File: src/rtl/esp_pkg.sv
// Purpose: Constants for the engine speed protection monitor
// Assumes: 40 MHz clock, speed in rpm, charge voltage in units of 0.1 V
// Notes:   Timer settings are in whole seconds
package esp_pkg;
    localparam int unsigned CLK_HZ            = 32'h0262_5A00;
    localparam int unsigned SEC_CYCLES        = CLK_HZ;
    localparam logic [15:0] NOM_RPM_DEF       = 16'h05DC;  // 1500 rpm
    localparam logic [15:0] NOM_RPM_ALT_DEF   = 16'h0708;  // 1800 rpm
    localparam logic [7:0]  LOW_WARN_PCT_DEF  = 8'h0A;     // 10 %
    localparam logic [7:0]  HIGH_WARN_PCT_DEF = 8'h0A;     // 10 %
    localparam logic [7:0]  LOW_SD_PCT_DEF    = 8'h0F;     // 15 %
    localparam logic [7:0]  HIGH_SD_PCT_DEF   = 8'h0F;     // 15 %
    localparam logic [7:0]  OVERSHOOT_PCT_DEF = 8'h0A;     // 10 %
    localparam logic [7:0]  SPEED_FAIL_S_DEF  = 8'h03;
    localparam logic [7:0]  SPEED_FAIL_S_MAX  = 8'h0A;
    localparam logic [7:0]  LOS_S_DEF         = 8'h00;
    localparam logic [7:0]  LOS_S_MAX         = 8'hF0;
    localparam logic [9:0]  CHG_WARN_DEF      = 10'h03C;   // 6.0 V
    localparam logic [9:0]  CHG_SD_DEF        = 10'h028;   // 4.0 V
    localparam logic [9:0]  CHG_MAX           = 10'h190;   // 40.0 V
    localparam logic [7:0]  CHG_FAIL_S_DEF    = 8'h01;
    localparam logic [7:0]  CHG_FAIL_S_MAX    = 8'h78;
    localparam logic [1:0]  FREQ_PRIMARY      = 2'h0;
    localparam logic [1:0]  FREQ_SECONDARY    = 2'h1;
    localparam logic [1:0]  FREQ_TERTIARY     = 2'h2;
    localparam logic [1:0]  LOS_ACT_SHUTDOWN  = 2'h0;
    localparam logic [1:0]  LOS_ACT_LOADDUMP  = 2'h1;
    localparam logic [1:0]  LOS_ACT_WARNING   = 2'h2;
    localparam logic [6:0]  PCT_FULL          = 7'h64;     // 100 %
endpackage

File: src/rtl/esp_fail_timer.sv
// Purpose: Seconds-based fail timer for one monitored condition
// Assumes: tick_in pulses once per second
// Notes:   Restarts whenever the condition clears
`timescale 1ns/10ps
module esp_fail_timer #(
    parameter int W = 8
) (
    input  wire logic         ref_clk_in,
    input  wire logic         rst_in,
    input  wire logic         cond_in,
    input  wire logic         tick_in,
    input  wire logic [W-1:0] limit_s_in,
    output logic              expired_out
);
    logic [W-1:0] cnt_reg;
    logic [W-1:0] cnt_next;

    always_comb begin
        cnt_next = cnt_reg;
        if (!cond_in) begin
            cnt_next = '0;
        end else if (tick_in && cnt_reg < limit_s_in) begin
            cnt_next = cnt_reg + W'(1);
        end
    end

    always_ff @(posedge ref_clk_in) begin
        if (rst_in) begin
            cnt_reg <= '0;
        end else begin
            cnt_reg <= cnt_next;
        end
    end

    assign expired_out = cond_in && (cnt_reg >= limit_s_in);
endmodule

File: src/rtl/esp_monitor.sv
// Purpose: Engine speed, speed signal and charge voltage protection
// Assumes: speed_rpm_in and charge_dv_in are same-clock samples; ack_in clears latches
// Notes:   Percent limits are magnitudes relative to the nominal speed, except overshoot, which is relative to the high shutdown level
`timescale 1ns/10ps
module esp_monitor #(
    parameter int SEC_CYCLES = esp_pkg::SEC_CYCLES
) (
    input  wire logic        ref_clk_in,
    input  wire logic        rst_in,
    input  wire logic [15:0] speed_rpm_in,
    input  wire logic        speed_valid_in,
    input  wire logic [9:0]  charge_dv_in,
    input  wire logic        feeding_load_in,
    input  wire logic        engine_running_in,
    input  wire logic        idle_active_in,
    input  wire logic [1:0]  freq_sel_in,
    input  wire logic [15:0] nom_rpm_in,
    input  wire logic [15:0] nom_rpm2_in,
    input  wire logic [15:0] nom_rpm3_in,
    input  wire logic [7:0]  low_warn_pct_in,
    input  wire logic [7:0]  low_sd_pct_in,
    input  wire logic [7:0]  high_warn_pct_in,
    input  wire logic [7:0]  high_sd_pct_in,
    input  wire logic [7:0]  overshoot_pct_in,
    input  wire logic [7:0]  speed_fail_s_in,
    input  wire logic        los_check_in,
    input  wire logic [1:0]  los_action_in,
    input  wire logic [7:0]  los_s_in,
    input  wire logic [9:0]  chg_warn_dv_in,
    input  wire logic [9:0]  chg_sd_dv_in,
    input  wire logic [7:0]  chg_fail_s_in,
    input  wire logic        ack_in,
    output logic             low_speed_warn_out,
    output logic             high_speed_warn_out,
    output logic             low_speed_sd_out,
    output logic             high_speed_sd_out,
    output logic             los_sd_out,
    output logic             los_loaddump_out,
    output logic             los_warn_out,
    output logic             chg_warn_out,
    output logic             chg_sd_out,
    output logic             stop_engine_out,
    output logic             load_dump_out,
    output logic [16:0]      upper_speed_trip_level_out
);
    // Fail timer slots
    localparam int N_TMR        = 6;
    localparam int TMR_LOW_WARN = 0;
    localparam int TMR_LOW_SD   = 1;
    localparam int TMR_HIGH     = 2;
    localparam int TMR_LOS      = 3;
    localparam int TMR_CHG_WARN = 4;
    localparam int TMR_CHG_SD   = 5;

    // Scale a nominal by (100 +/- pct) / 100
    function automatic logic [16:0] scale_pct(input logic [15:0] nom, input logic [7:0] pct, input logic up);
        logic [24:0] prod;
        logic [8:0]  factor;
        factor = up ? (9'(esp_pkg::PCT_FULL) + 9'(pct))
                    : ((pct > 8'(esp_pkg::PCT_FULL)) ? 9'h000 : (9'(esp_pkg::PCT_FULL) - 9'(pct)));
        prod = 25'(nom) * 25'(factor);
        return 17'(prod / 25'(esp_pkg::PCT_FULL));
    endfunction

    // Clamp a timer setting to its maximum
    function automatic logic [7:0] clamp8(input logic [7:0] v, input logic [7:0] mx);
        return (v > mx) ? mx : v;
    endfunction

    // Seconds limit of one fail timer slot
    function automatic logic [7:0] tmr_limit(input int idx, input logic [7:0] spd_s,
                                             input logic [7:0] los_s, input logic [7:0] chg_s);
        logic [7:0] sel;
        case (idx)
            TMR_LOS:                  sel = los_s;
            TMR_CHG_WARN, TMR_CHG_SD: sel = chg_s;
            default:                  sel = spd_s;
        endcase
        return sel;
    endfunction

    logic [31:0] tick_cnt_reg;
    logic [31:0] tick_cnt_next;
    logic        tick;
    logic [15:0] nom_rpm;
    logic [16:0] low_warn_lvl;
    logic [16:0] low_sd_lvl;
    logic [16:0] high_warn_lvl;
    logic [16:0] high_sd_lvl;
    logic [24:0] over_prod;
    logic [16:0] over_lvl;
    logic [16:0] speed;
    logic        low_chk_ok;
    logic        c_low_warn;
    logic        c_high_warn;
    logic        c_low_sd;
    logic        c_high_sd;
    logic        c_over;
    logic        c_los;
    logic        c_chg_warn;
    logic        c_chg_sd;
    logic [9:0]  chg_warn_lim;
    logic [9:0]  chg_sd_lim;
    logic [7:0]  spd_lim_s;
    logic [7:0]  los_lim_s;
    logic [7:0]  chg_lim_s;
    logic [5:0]  cond_vec;
    logic [5:0]  exp_vec;
    logic        los_act_sd;
    logic        los_act_ld;
    logic        los_act_warn;
    logic        stop_reg;
    logic        stop_next;
    logic        dump_reg;
    logic        dump_next;
    logic [16:0] trip_reg;
    logic [16:0] trip_next;

    typedef struct packed {
        logic lw;
        logic hw;
        logic lsd;
        logic hsd;
        logic lsd_los;
        logic ld_los;
        logic w_los;
        logic cw;
        logic csd;
    } esp_flags_t;

    esp_flags_t flags_reg;
    esp_flags_t flags_next;

    // One-second timebase
    always_comb begin
        tick          = (tick_cnt_reg == 32'(SEC_CYCLES - 1));
        tick_cnt_next = tick ? 32'h0000_0000 : tick_cnt_reg + 32'h0000_0001;
    end

    always_ff @(posedge ref_clk_in) begin
        if (rst_in) begin
            tick_cnt_reg <= 32'h0000_0000;
        end else begin
            tick_cnt_reg <= tick_cnt_next;
        end
    end

    // Limit reference and window levels
    always_comb begin
        unique case (freq_sel_in)
            esp_pkg::FREQ_SECONDARY: nom_rpm = nom_rpm2_in;
            esp_pkg::FREQ_TERTIARY:  nom_rpm = nom_rpm3_in;
            default:                 nom_rpm = nom_rpm_in;
        endcase
        low_warn_lvl  = scale_pct(nom_rpm, low_warn_pct_in, 1'b0);
        high_warn_lvl = scale_pct(nom_rpm, high_warn_pct_in, 1'b1);
        low_sd_lvl    = scale_pct(nom_rpm, low_sd_pct_in, 1'b0);
        high_sd_lvl   = scale_pct(nom_rpm, high_sd_pct_in, 1'b1);
        over_prod     = 25'(high_sd_lvl) * (25'(esp_pkg::PCT_FULL) + 25'(overshoot_pct_in));
        over_lvl      = 17'(over_prod / 25'(esp_pkg::PCT_FULL));
        trip_next     = high_sd_lvl;
    end

    // Speed window and signal conditions
    always_comb begin
        speed         = {1'b0, speed_rpm_in};
        low_chk_ok    = !idle_active_in;
        c_low_warn    = feeding_load_in && low_chk_ok && speed < low_warn_lvl;
        c_high_warn   = feeding_load_in && speed > high_warn_lvl;
        c_low_sd      = feeding_load_in && low_chk_ok && speed < low_sd_lvl;
        c_high_sd     = feeding_load_in && speed > high_sd_lvl;
        c_over        = speed_valid_in && speed > over_lvl;
        c_los         = los_check_in && engine_running_in && !speed_valid_in;
    end

    // Charge conditions and timer limits
    always_comb begin
        chg_warn_lim  = (chg_warn_dv_in > esp_pkg::CHG_MAX) ? esp_pkg::CHG_MAX : chg_warn_dv_in;
        chg_sd_lim    = (chg_sd_dv_in > esp_pkg::CHG_MAX) ? esp_pkg::CHG_MAX : chg_sd_dv_in;
        c_chg_warn    = engine_running_in && low_chk_ok && charge_dv_in < chg_warn_lim;
        c_chg_sd      = engine_running_in && low_chk_ok && charge_dv_in < chg_sd_lim;
        spd_lim_s     = clamp8(speed_fail_s_in, esp_pkg::SPEED_FAIL_S_MAX);
        los_lim_s     = clamp8(los_s_in, esp_pkg::LOS_S_MAX);
        chg_lim_s     = clamp8(chg_fail_s_in, esp_pkg::CHG_FAIL_S_MAX);
    end

    // Pack timer conditions by slot
    always_comb begin
        cond_vec               = 6'h00;
        cond_vec[TMR_LOW_WARN] = c_low_warn;
        cond_vec[TMR_LOW_SD]   = c_low_sd;
        cond_vec[TMR_HIGH]     = c_high_sd || c_high_warn;
        cond_vec[TMR_LOS]      = c_los;
        cond_vec[TMR_CHG_WARN] = c_chg_warn;
        cond_vec[TMR_CHG_SD]   = c_chg_sd;
    end

    // One fail timer per slot
    genvar gi;
    generate
        for (gi = 0; gi < N_TMR; gi++) begin : g_tmr
            logic [7:0] lim;
            assign lim = tmr_limit(gi, spd_lim_s, los_lim_s, chg_lim_s);
            esp_fail_timer #(
                .W (8)
            ) u_tmr (
                .ref_clk_in  (ref_clk_in),
                .rst_in      (rst_in),
                .cond_in     (cond_vec[gi]),
                .tick_in     (tick),
                .limit_s_in  (lim),
                .expired_out (exp_vec[gi])
            );
        end
    endgenerate

    // Signal lost action decode
    always_comb begin
        los_act_sd   = (los_action_in == esp_pkg::LOS_ACT_SHUTDOWN);
        los_act_ld   = (los_action_in == esp_pkg::LOS_ACT_LOADDUMP);
        los_act_warn = (los_action_in == esp_pkg::LOS_ACT_WARNING);
    end

    // Fault flags
    always_comb begin
        flags_next = flags_reg;
        // Warnings follow their timed condition
        flags_next.lw    = exp_vec[TMR_LOW_WARN];
        flags_next.hw    = exp_vec[TMR_HIGH] && c_high_warn;
        flags_next.cw    = exp_vec[TMR_CHG_WARN];
        flags_next.w_los = exp_vec[TMR_LOS] && los_act_warn;
        // Latched faults clear on acknowledge
        if (ack_in) begin
            flags_next.lsd     = 1'b0;
            flags_next.hsd     = 1'b0;
            flags_next.lsd_los = 1'b0;
            flags_next.ld_los  = 1'b0;
            flags_next.csd     = 1'b0;
        end
        // Set wins over acknowledge
        if (exp_vec[TMR_LOW_SD]) begin
            flags_next.lsd = 1'b1;
        end
        if ((exp_vec[TMR_HIGH] && c_high_sd) || c_over) begin
            flags_next.hsd = 1'b1;
        end
        if (exp_vec[TMR_LOS] && los_act_sd) begin
            flags_next.lsd_los = 1'b1;
        end
        if (exp_vec[TMR_LOS] && los_act_ld) begin
            flags_next.ld_los = 1'b1;
        end
        if (exp_vec[TMR_CHG_SD]) begin
            flags_next.csd = 1'b1;
        end
        // Engine stop and load dump registered beside the flags
        stop_next = flags_next.lsd || flags_next.hsd || flags_next.lsd_los || flags_next.csd;
        dump_next = flags_next.ld_los;
    end

    always_ff @(posedge ref_clk_in) begin
        if (rst_in) begin
            flags_reg <= '0;
            stop_reg  <= 1'b0;
            dump_reg  <= 1'b0;
            trip_reg  <= 17'h00000;
        end else begin
            flags_reg <= flags_next;
            stop_reg  <= stop_next;
            dump_reg  <= dump_next;
            trip_reg  <= trip_next;
        end
    end

    // Outputs straight from registers

    assign low_speed_warn_out  = flags_reg.lw;
    assign high_speed_warn_out = flags_reg.hw;
    assign low_speed_sd_out    = flags_reg.lsd;
    assign high_speed_sd_out   = flags_reg.hsd;
    assign los_sd_out          = flags_reg.lsd_los;
    assign los_loaddump_out    = flags_reg.ld_los;
    assign los_warn_out        = flags_reg.w_los;
    assign chg_warn_out        = flags_reg.cw;
    assign chg_sd_out          = flags_reg.csd;
    assign stop_engine_out     = stop_reg;
    assign load_dump_out       = dump_reg;
    assign upper_speed_trip_level_out = trip_reg;
endmodule

File: config.mk
export PLATFORM = sky130hd
export DESIGN_NAME = esp_monitor
export DESIGN_NICKNAME = d
export VERILOG_FILES = /design/src/rtl/esp_pkg.sv /design/src/rtl/esp_fail_timer.sv /design/src/rtl/esp_monitor.sv
export SDC_FILE = /design/constraint.sdc
export NUM_CORES = 2
export LEC_CHECK = 0
export BUFFER_PORTS_ARGS = -buffer_cell sky130_fd_sc_hd__buf_2
export CORE_MARGIN = 2
export CORE_UTILIZATION = 57
export CTS_CLUSTER_DIAMETER = 60
export CTS_CLUSTER_SIZE = 8
export DETAILED_ROUTE_END_ITERATION = 6
export MAX_ROUTING_LAYER = met4
export PLACE_DENSITY = 0.8
export SETUP_SLACK_MARGIN = 0.5
export SKIP_LAST_GASP = 1
export SLEW_MARGIN = 0
export SYNTH_ARGS = -nofsm -noshare
export SYNTH_HDL_FRONTEND = slang
export SYNTH_SLANG_ARGS = --single-unit
File: constraint.sdc
create_clock -name ref_clk_in -period 49.7 [get_ports ref_clk_in]
set_clock_uncertainty 0.2 [all_clocks]
set_input_delay 7.455 -clock ref_clk_in [delete_from_list [all_inputs] [get_ports ref_clk_in]]
set_output_delay 7.455 -clock ref_clk_in [all_outputs]
set_load 0.03 [all_outputs]
== After elaboration in Yosys (flattened, before gate mapping) ==
Cells that the tools add are included.

* Add/subtract/negate cells: 12
* $mul: 5
* Div/mod/pow operators: 5
* Magnitude comparators: 26
* Equal/unequal tests: 5
* Mux-type cells: 15
* Bitwise operators: 6
* Reduce and logical (&&, ||, !) cells: 44

{| class="wikitable"
|+ Operators with widths
! operator !! number
|-
| divider 25 x 7 -> 25 bit, second input constant || 5
|-
| multiplier 16 x 9 -> 25 bit || 4
|-
| > comparator 16 x 17 -> 1 bit || 3
|-
| adder 8 x 1 -> 8 bit, second input constant || 6
|-
| greater-or-equal comparator 8 bit || 6
|-
| < comparator 8 bit || 6
|-
| < comparator 16 x 17 -> 1 bit || 2
|-
| adder 32 x 1 -> 32 bit, second input constant || 1
|-
| equality test 32 x 26 -> 1 bit, second input constant || 1
|-
| one-hot mux 16 bit (2 select lines) || 1
|-
| logical AND 1 bit || 28
|-
| adder 7 x 8 -> 9 bit, first input constant || 3
|-
| multiplier 17 x 9 -> 25 bit || 1
|-
| > comparator 8 x 7 -> 1 bit, second input constant || 3
|-
| 2-to-1 mux 8 bit || 3
|-
| > comparator 10 x 9 -> 1 bit, second input constant || 2
|-
| < comparator 10 bit || 2
|-
| 2-to-1 mux 10 bit || 2
|-
| 2-to-1 mux 9 bit || 2
|-
| subtractor 7 x 8 -> 9 bit, first input constant || 2
|-
| OR reduction 2 bit || 7
|-
| > comparator 8 x 4 -> 1 bit, second input constant || 1
|-
| > comparator 8 bit, second input constant || 1
|-
| 2-to-1 mux 1 bit || 6
|-
| 8 further kinds || 20
|}

* Register bits after elaboration: 107
* Input port bits: 170
* Output and inout port bits: 28
* Logic and storage cells: 136

== Logic depth before layout (Yosys ltp) ==
* Depth after elaboration: 14
* Gate-level depth with buffers: 173
* Gate-level depth less buffers: 152

== Hierarchy ==
A second synthesis with hierarchy kept.

* Cells, all modules: 6871
* Area, all modules: 50956.4 um^2

{| class="wikitable"
|+ By module, submodules not included
! module !! times used !! cells an instance !! area each (um^2)
|-
| esp_monitor || 1 || 6391 || 47217.8
|-
| esp_fail_timer || 6 || 80 || 623.1
|}

== Worst setup path after synthesis ==
No wires, ideal clock.

* Path type: in2reg
* Start point: in freq_sel_in[0]
* End point: reg stop_reg, in the netlist stop_engine_out
* Setup time: 0.126 ns
* Data arrival time: 40.191 ns
* Data required time: 49.374 ns
* Setup slack: 9.183 ns
* Stages: 152
* Path through: inv_1 ha_1 clkbuf_1 clkbuf_1 a22oi_1 o21ai_0 clkbuf_1 clkbuf_1 nand2_1 fa_1 inv_1 fa_1 fa_1 fa_1 ha_1 buf_4 a21oi_1 o211ai_1 [116 not listed] nand2b_1 a21oi_1 nor2b_1 o21ai_0 nand2b_1 a21oi_1 nor2b_1 o21ai_0 nand2b_1 a21oi_1 nor2b_1 o21ai_0 nand2b_1 a21oi_1 or3_1 a21oi_1 nor3_1 nand3_1

* Word-level cells in the longest chain between the ends: 14
* Elaborated cells on any way between the ends: 29

{| class="wikitable"
|+ Ends and longest elaborated chain
! what !! RTL line !! source
|-
| start, declared || esp_monitor.sv:16 || <nowiki>input wire logic [1:0] freq_sel_in,</nowiki>
|-
| equality test 2 bit / equality test 2 x 1 -> 1 bit (equally long branches) || esp_monitor.sv:150 || <nowiki>unique case (freq_sel_in)</nowiki>
|-
| one-hot mux 16 bit (2 select lines) * || esp_monitor.sv:150 ||
|-
| multiplier 16 x 9 -> 25 bit * || esp_monitor.sv:61 || <nowiki>prod = 25'(nom) * 25'(factor);</nowiki>
|-
| divider 25 x 7 -> 25 bit * || esp_monitor.sv:62 || <nowiki>return 17'(prod / 25'(esp_pkg::PCT_FULL));</nowiki>
|-
| net high_sd_lvl[0] || esp_monitor.sv:89 || <nowiki>logic [16:0] high_sd_lvl;</nowiki>
|-
| parallel branches: the longest is 5 deep, another holds multiplier 17 x 9 -> 25 bit || - ||
|-
| logical OR 1 bit * || esp_monitor.sv:244 || <nowiki>if ((exp_vec[TMR_HIGH] && c_high_sd) || c_over) begin</nowiki>
|-
| 2-to-1 mux 1 bit * || esp_monitor.sv:244 ||
|-
| logical OR 1 bit * (3 in series) || esp_monitor.sv:257 || <nowiki>stop_next = flags_next.lsd || flags_next.hsd || flags_next.lsd_los || flags_next.csd;</nowiki>
|-
| end signal, assigned || esp_monitor.sv:269 || <nowiki>stop_reg <= stop_next;</nowiki>
|-
| end, declared || esp_monitor.sv:112 || <nowiki>logic stop_reg;</nowiki>
|}

Mark *: on every way through the listed nets, which the timed path passes.
A chain may end at the register's enable or synchronous reset.

== Worst setup path in the final report ==
Same ends and word-level chain as after synthesis.

==> results.json <==
{
  "multi_input_area_um2": 45300,
  "grt.met2_usage_pct": 58.2,
  "cpPeakStageDelay_ns": 0.76,
  "initial_core_util_pct": 57.3,
  "status": "complete, but fails checks",
  "post-route-period-util_pct": 93.1,
  "layout.nets": 7807,
  "drt_iter0_drc": 4923,
  "muxShareOfSynthArea_pct": 2.29,
  "slew_violations": 0,
  "routabilityCongestion": 1.02,
  "cap_violations": 0,
  "synth_cells": 6707,
  "floorplan.die_area_um2": 91200,
  "antenna_found_initial": 6,
  "synth_common_cells": "nand2_1 (771), nor2_1 (668), inv_1 (578), fa_1 (501), ha_1 (382)",
  "cp_top_family": "compound AO/OA/AOI/OAI gates",
  "synthesis.area_um2": 50600,
  "slowest_stage": "o41ai_4",
  "drive_gt1_share_pct": 8.48,
  "grt_pass1_wl_um": 254000,
  "finalHoldViolations": 0,
  "busiest_layer": "met2",
  "tightest_slew_ns": 1.24,
  "cp_common_cell": "a21oi_1",
  "viasPerCell": 6.58,
  "synth_top_family_by_area": "adder cells",
  "wl_per_cell_um": 19.7,
  "synth.yosys.seq_area_share_pct": 4.23,
  "worstPathMaxFanout": 47,
  "synth_simple_gate_area_share_pct": 23.9,
  "grt_pass1_vias": 50200,
  "cts_buffer_depth": 2,
  "crit_path_end_kind": "flop",
  "die_w_um": 302,
  "hold_buffers": 0,
  "crit_required_ns": 49.76,
  "areaGrowthSynthToFinish_pct": 4.43,
  "yosys_warnings": 0,
  "largest_reg_flops": 48,
  "dr.pass1.iters": 7,
  "fmax_mhz": 21.6,
  "cts_tree": "done",
  "synth_top_area_cell": "fa_1",
  "rows": 109,
  "gr-total-overflow": 0,
  "synthTopCellsByArea": "fa_1 (20%), ha_1 (9.4%), nand2_1 (5.7%), nor2_1 (5.0%), inv_1 (4.3%)",
  "path_clk_slew_ns": 0.09,
  "clk_root_buffer_cell": "clkbuf_16",
  "yosysMostFrequentCell": "nand2_1",
  "drt.antenna.violating_nets": 0,
  "clock_latency_ns": 0.37,
  "hold_path.class": "flop to flop",
  "met3_usage_pct": 4.40,
  "route.detailed.drc": 2,
  "synth_flop_cell": "dfxtp_1",
  "grt_max_degree": 48,
  "maxSlewHeadroom_pct": 16.7,
  "register_area_um2": 2140,
  "cp.buffers_inverters": 15,
  "dp_hpwl_um": 126000,
  "synthAdderAreaFrac_pct": 29.6,
  "num_vias": 52200,
  "pin_count": 198,
  "synth_compound_area_share_pct": 27.3,
  "synthArstFlopShare_pct": 0,
  "cp.arrival_ns": 46.34,
  "portBuffers": 197,
  "fin_setup_tns_ns": 0,
  "final-setup-viol-count": 0,
  "ys_types": 163,
  "cts_num_sinks": 107,
  "track_usage_pct": 34.8,
  "cts-buffers-inserted": 9,
  "violations": "design-rule violations",
  "htree_levels": 3,
  "min_period_ns": 46.29,
  "synth_edf_count": 0,
  "grt_util_met1_pct": 40.7,
  "wl_um": 156000,
  "worst_setup_path_start_kind": "primary input",
  "num-fill-cells": 7997,
  "fp.dieH_um": 302,
  "core_area_um2": 88200,
  "path_class": "primary input to flop",
  "ys_ff_latch": 107,
  "synth-xor-area-share_pct": 5.83,
  "rsz0062_at_grt": "no",
  "avgSynthCellArea_um2": 7.54,
  "netlist.area_leader.share_pct": 19.8
}
[worst register-to-register path, delay by kind of cell (launching register included)]
family / cells / cell delay [ns]
and+or+nand+nor: 8 / 1.12
xor gates and xnor gates: 1 / 0.13
AOI/OAI and AO/OA: 5 / 0.80
adders and majority gates: 1 / 0.27
DFF: 1 / 0.41
[cell usage in the layout, fill, tap and decap left out, drive strengths merged, types with 63 or more instances in the layout]
cell,count
o21a,83
fa,501
dfxtp,107
mux2i,72
and2,125
a21oi,385
xor2,140
ha,382
a21o,108
nand3,160
xnor2,183
o211ai,86
nand4,110
o21ai,348
nand2b,121
nor3,169
inv,598
buf,248
and3,76
nand2,773
nor2,678
a211oi,102
a31oi,92
o31ai,63
[stage by stage]
stage	worst slack, ns	instance area (um^2)	util [%]	hold WS [ns]	cells
after global placement	4.37	52500	59.5	0.243	7908
final	3.41	52800	59.9	0.275	7931
after floorplan	9.18	50800	-	0.226	6753
after detailed placement	3.11	52500	59.5	0.254	7908
after global routing	0.491	52800	59.9	0.316	7927
after CTS	3.39	52800	59.8	0.276	7924
[final timing paths]
path | slack, ns | cells past startpoint | from | end
worst min-delay path | 0.27 | 1 | tick_cnt_reg[0] | tick_cnt_reg[0]
worst min register to register | 0.27 | 1 | tick_cnt_reg[0] | tick_cnt_reg[0]
worst max register to register | 46.64 | 15 | g_tmr[4].u_tmr.cnt_reg[1] | g_tmr[4].u_tmr.cnt_reg[7]
worst max-delay path | 3.41 | 150 | freq_sel_in[0] | stop_engine_out
[layer usage]
| metal | share of wire, % | up-vias |
|---|---|---|
| li1 | - | 24100 |
| met1 | 38 | 25000 |
| met2 | 48 | 2479 |
| met3 | 7.9 | 549 |
| met4 | 5.9 | 0 |
| met5 | 0 | - |
[final cells by class]
cell class,instances,area share (%)
diodes,7,0.0332
clock buffers,9,0.426
clock inverters,7,0.173
inverters,596,4.24
multi-input cells,5792,85.7
flip-flops and latches,107,4.05
well taps,1165,2.76
repair buffers,248,2.59
[logic make-up after synthesis]
family,count (synthesis)
other,2
buffers and inverters,854
AOI/OAI and AO/OA,1895
xor gates and xnor gates,324
adders and majority gates,902
muxes,103
and+or+nand+nor,2520
DFF,107
[repair_timing]
| item | 4_1_cts | 5_1_grt |
|---|---|---|
| buffers inserted | 0 | 0 |
| setup endpoints to repair | 0 | 2 |
| resized for setup | 0 | 7 |
Power is left out: the tool's default activity adds up to more than one toggle a clock period on the data nets, which glitch-free logic cannot reach.
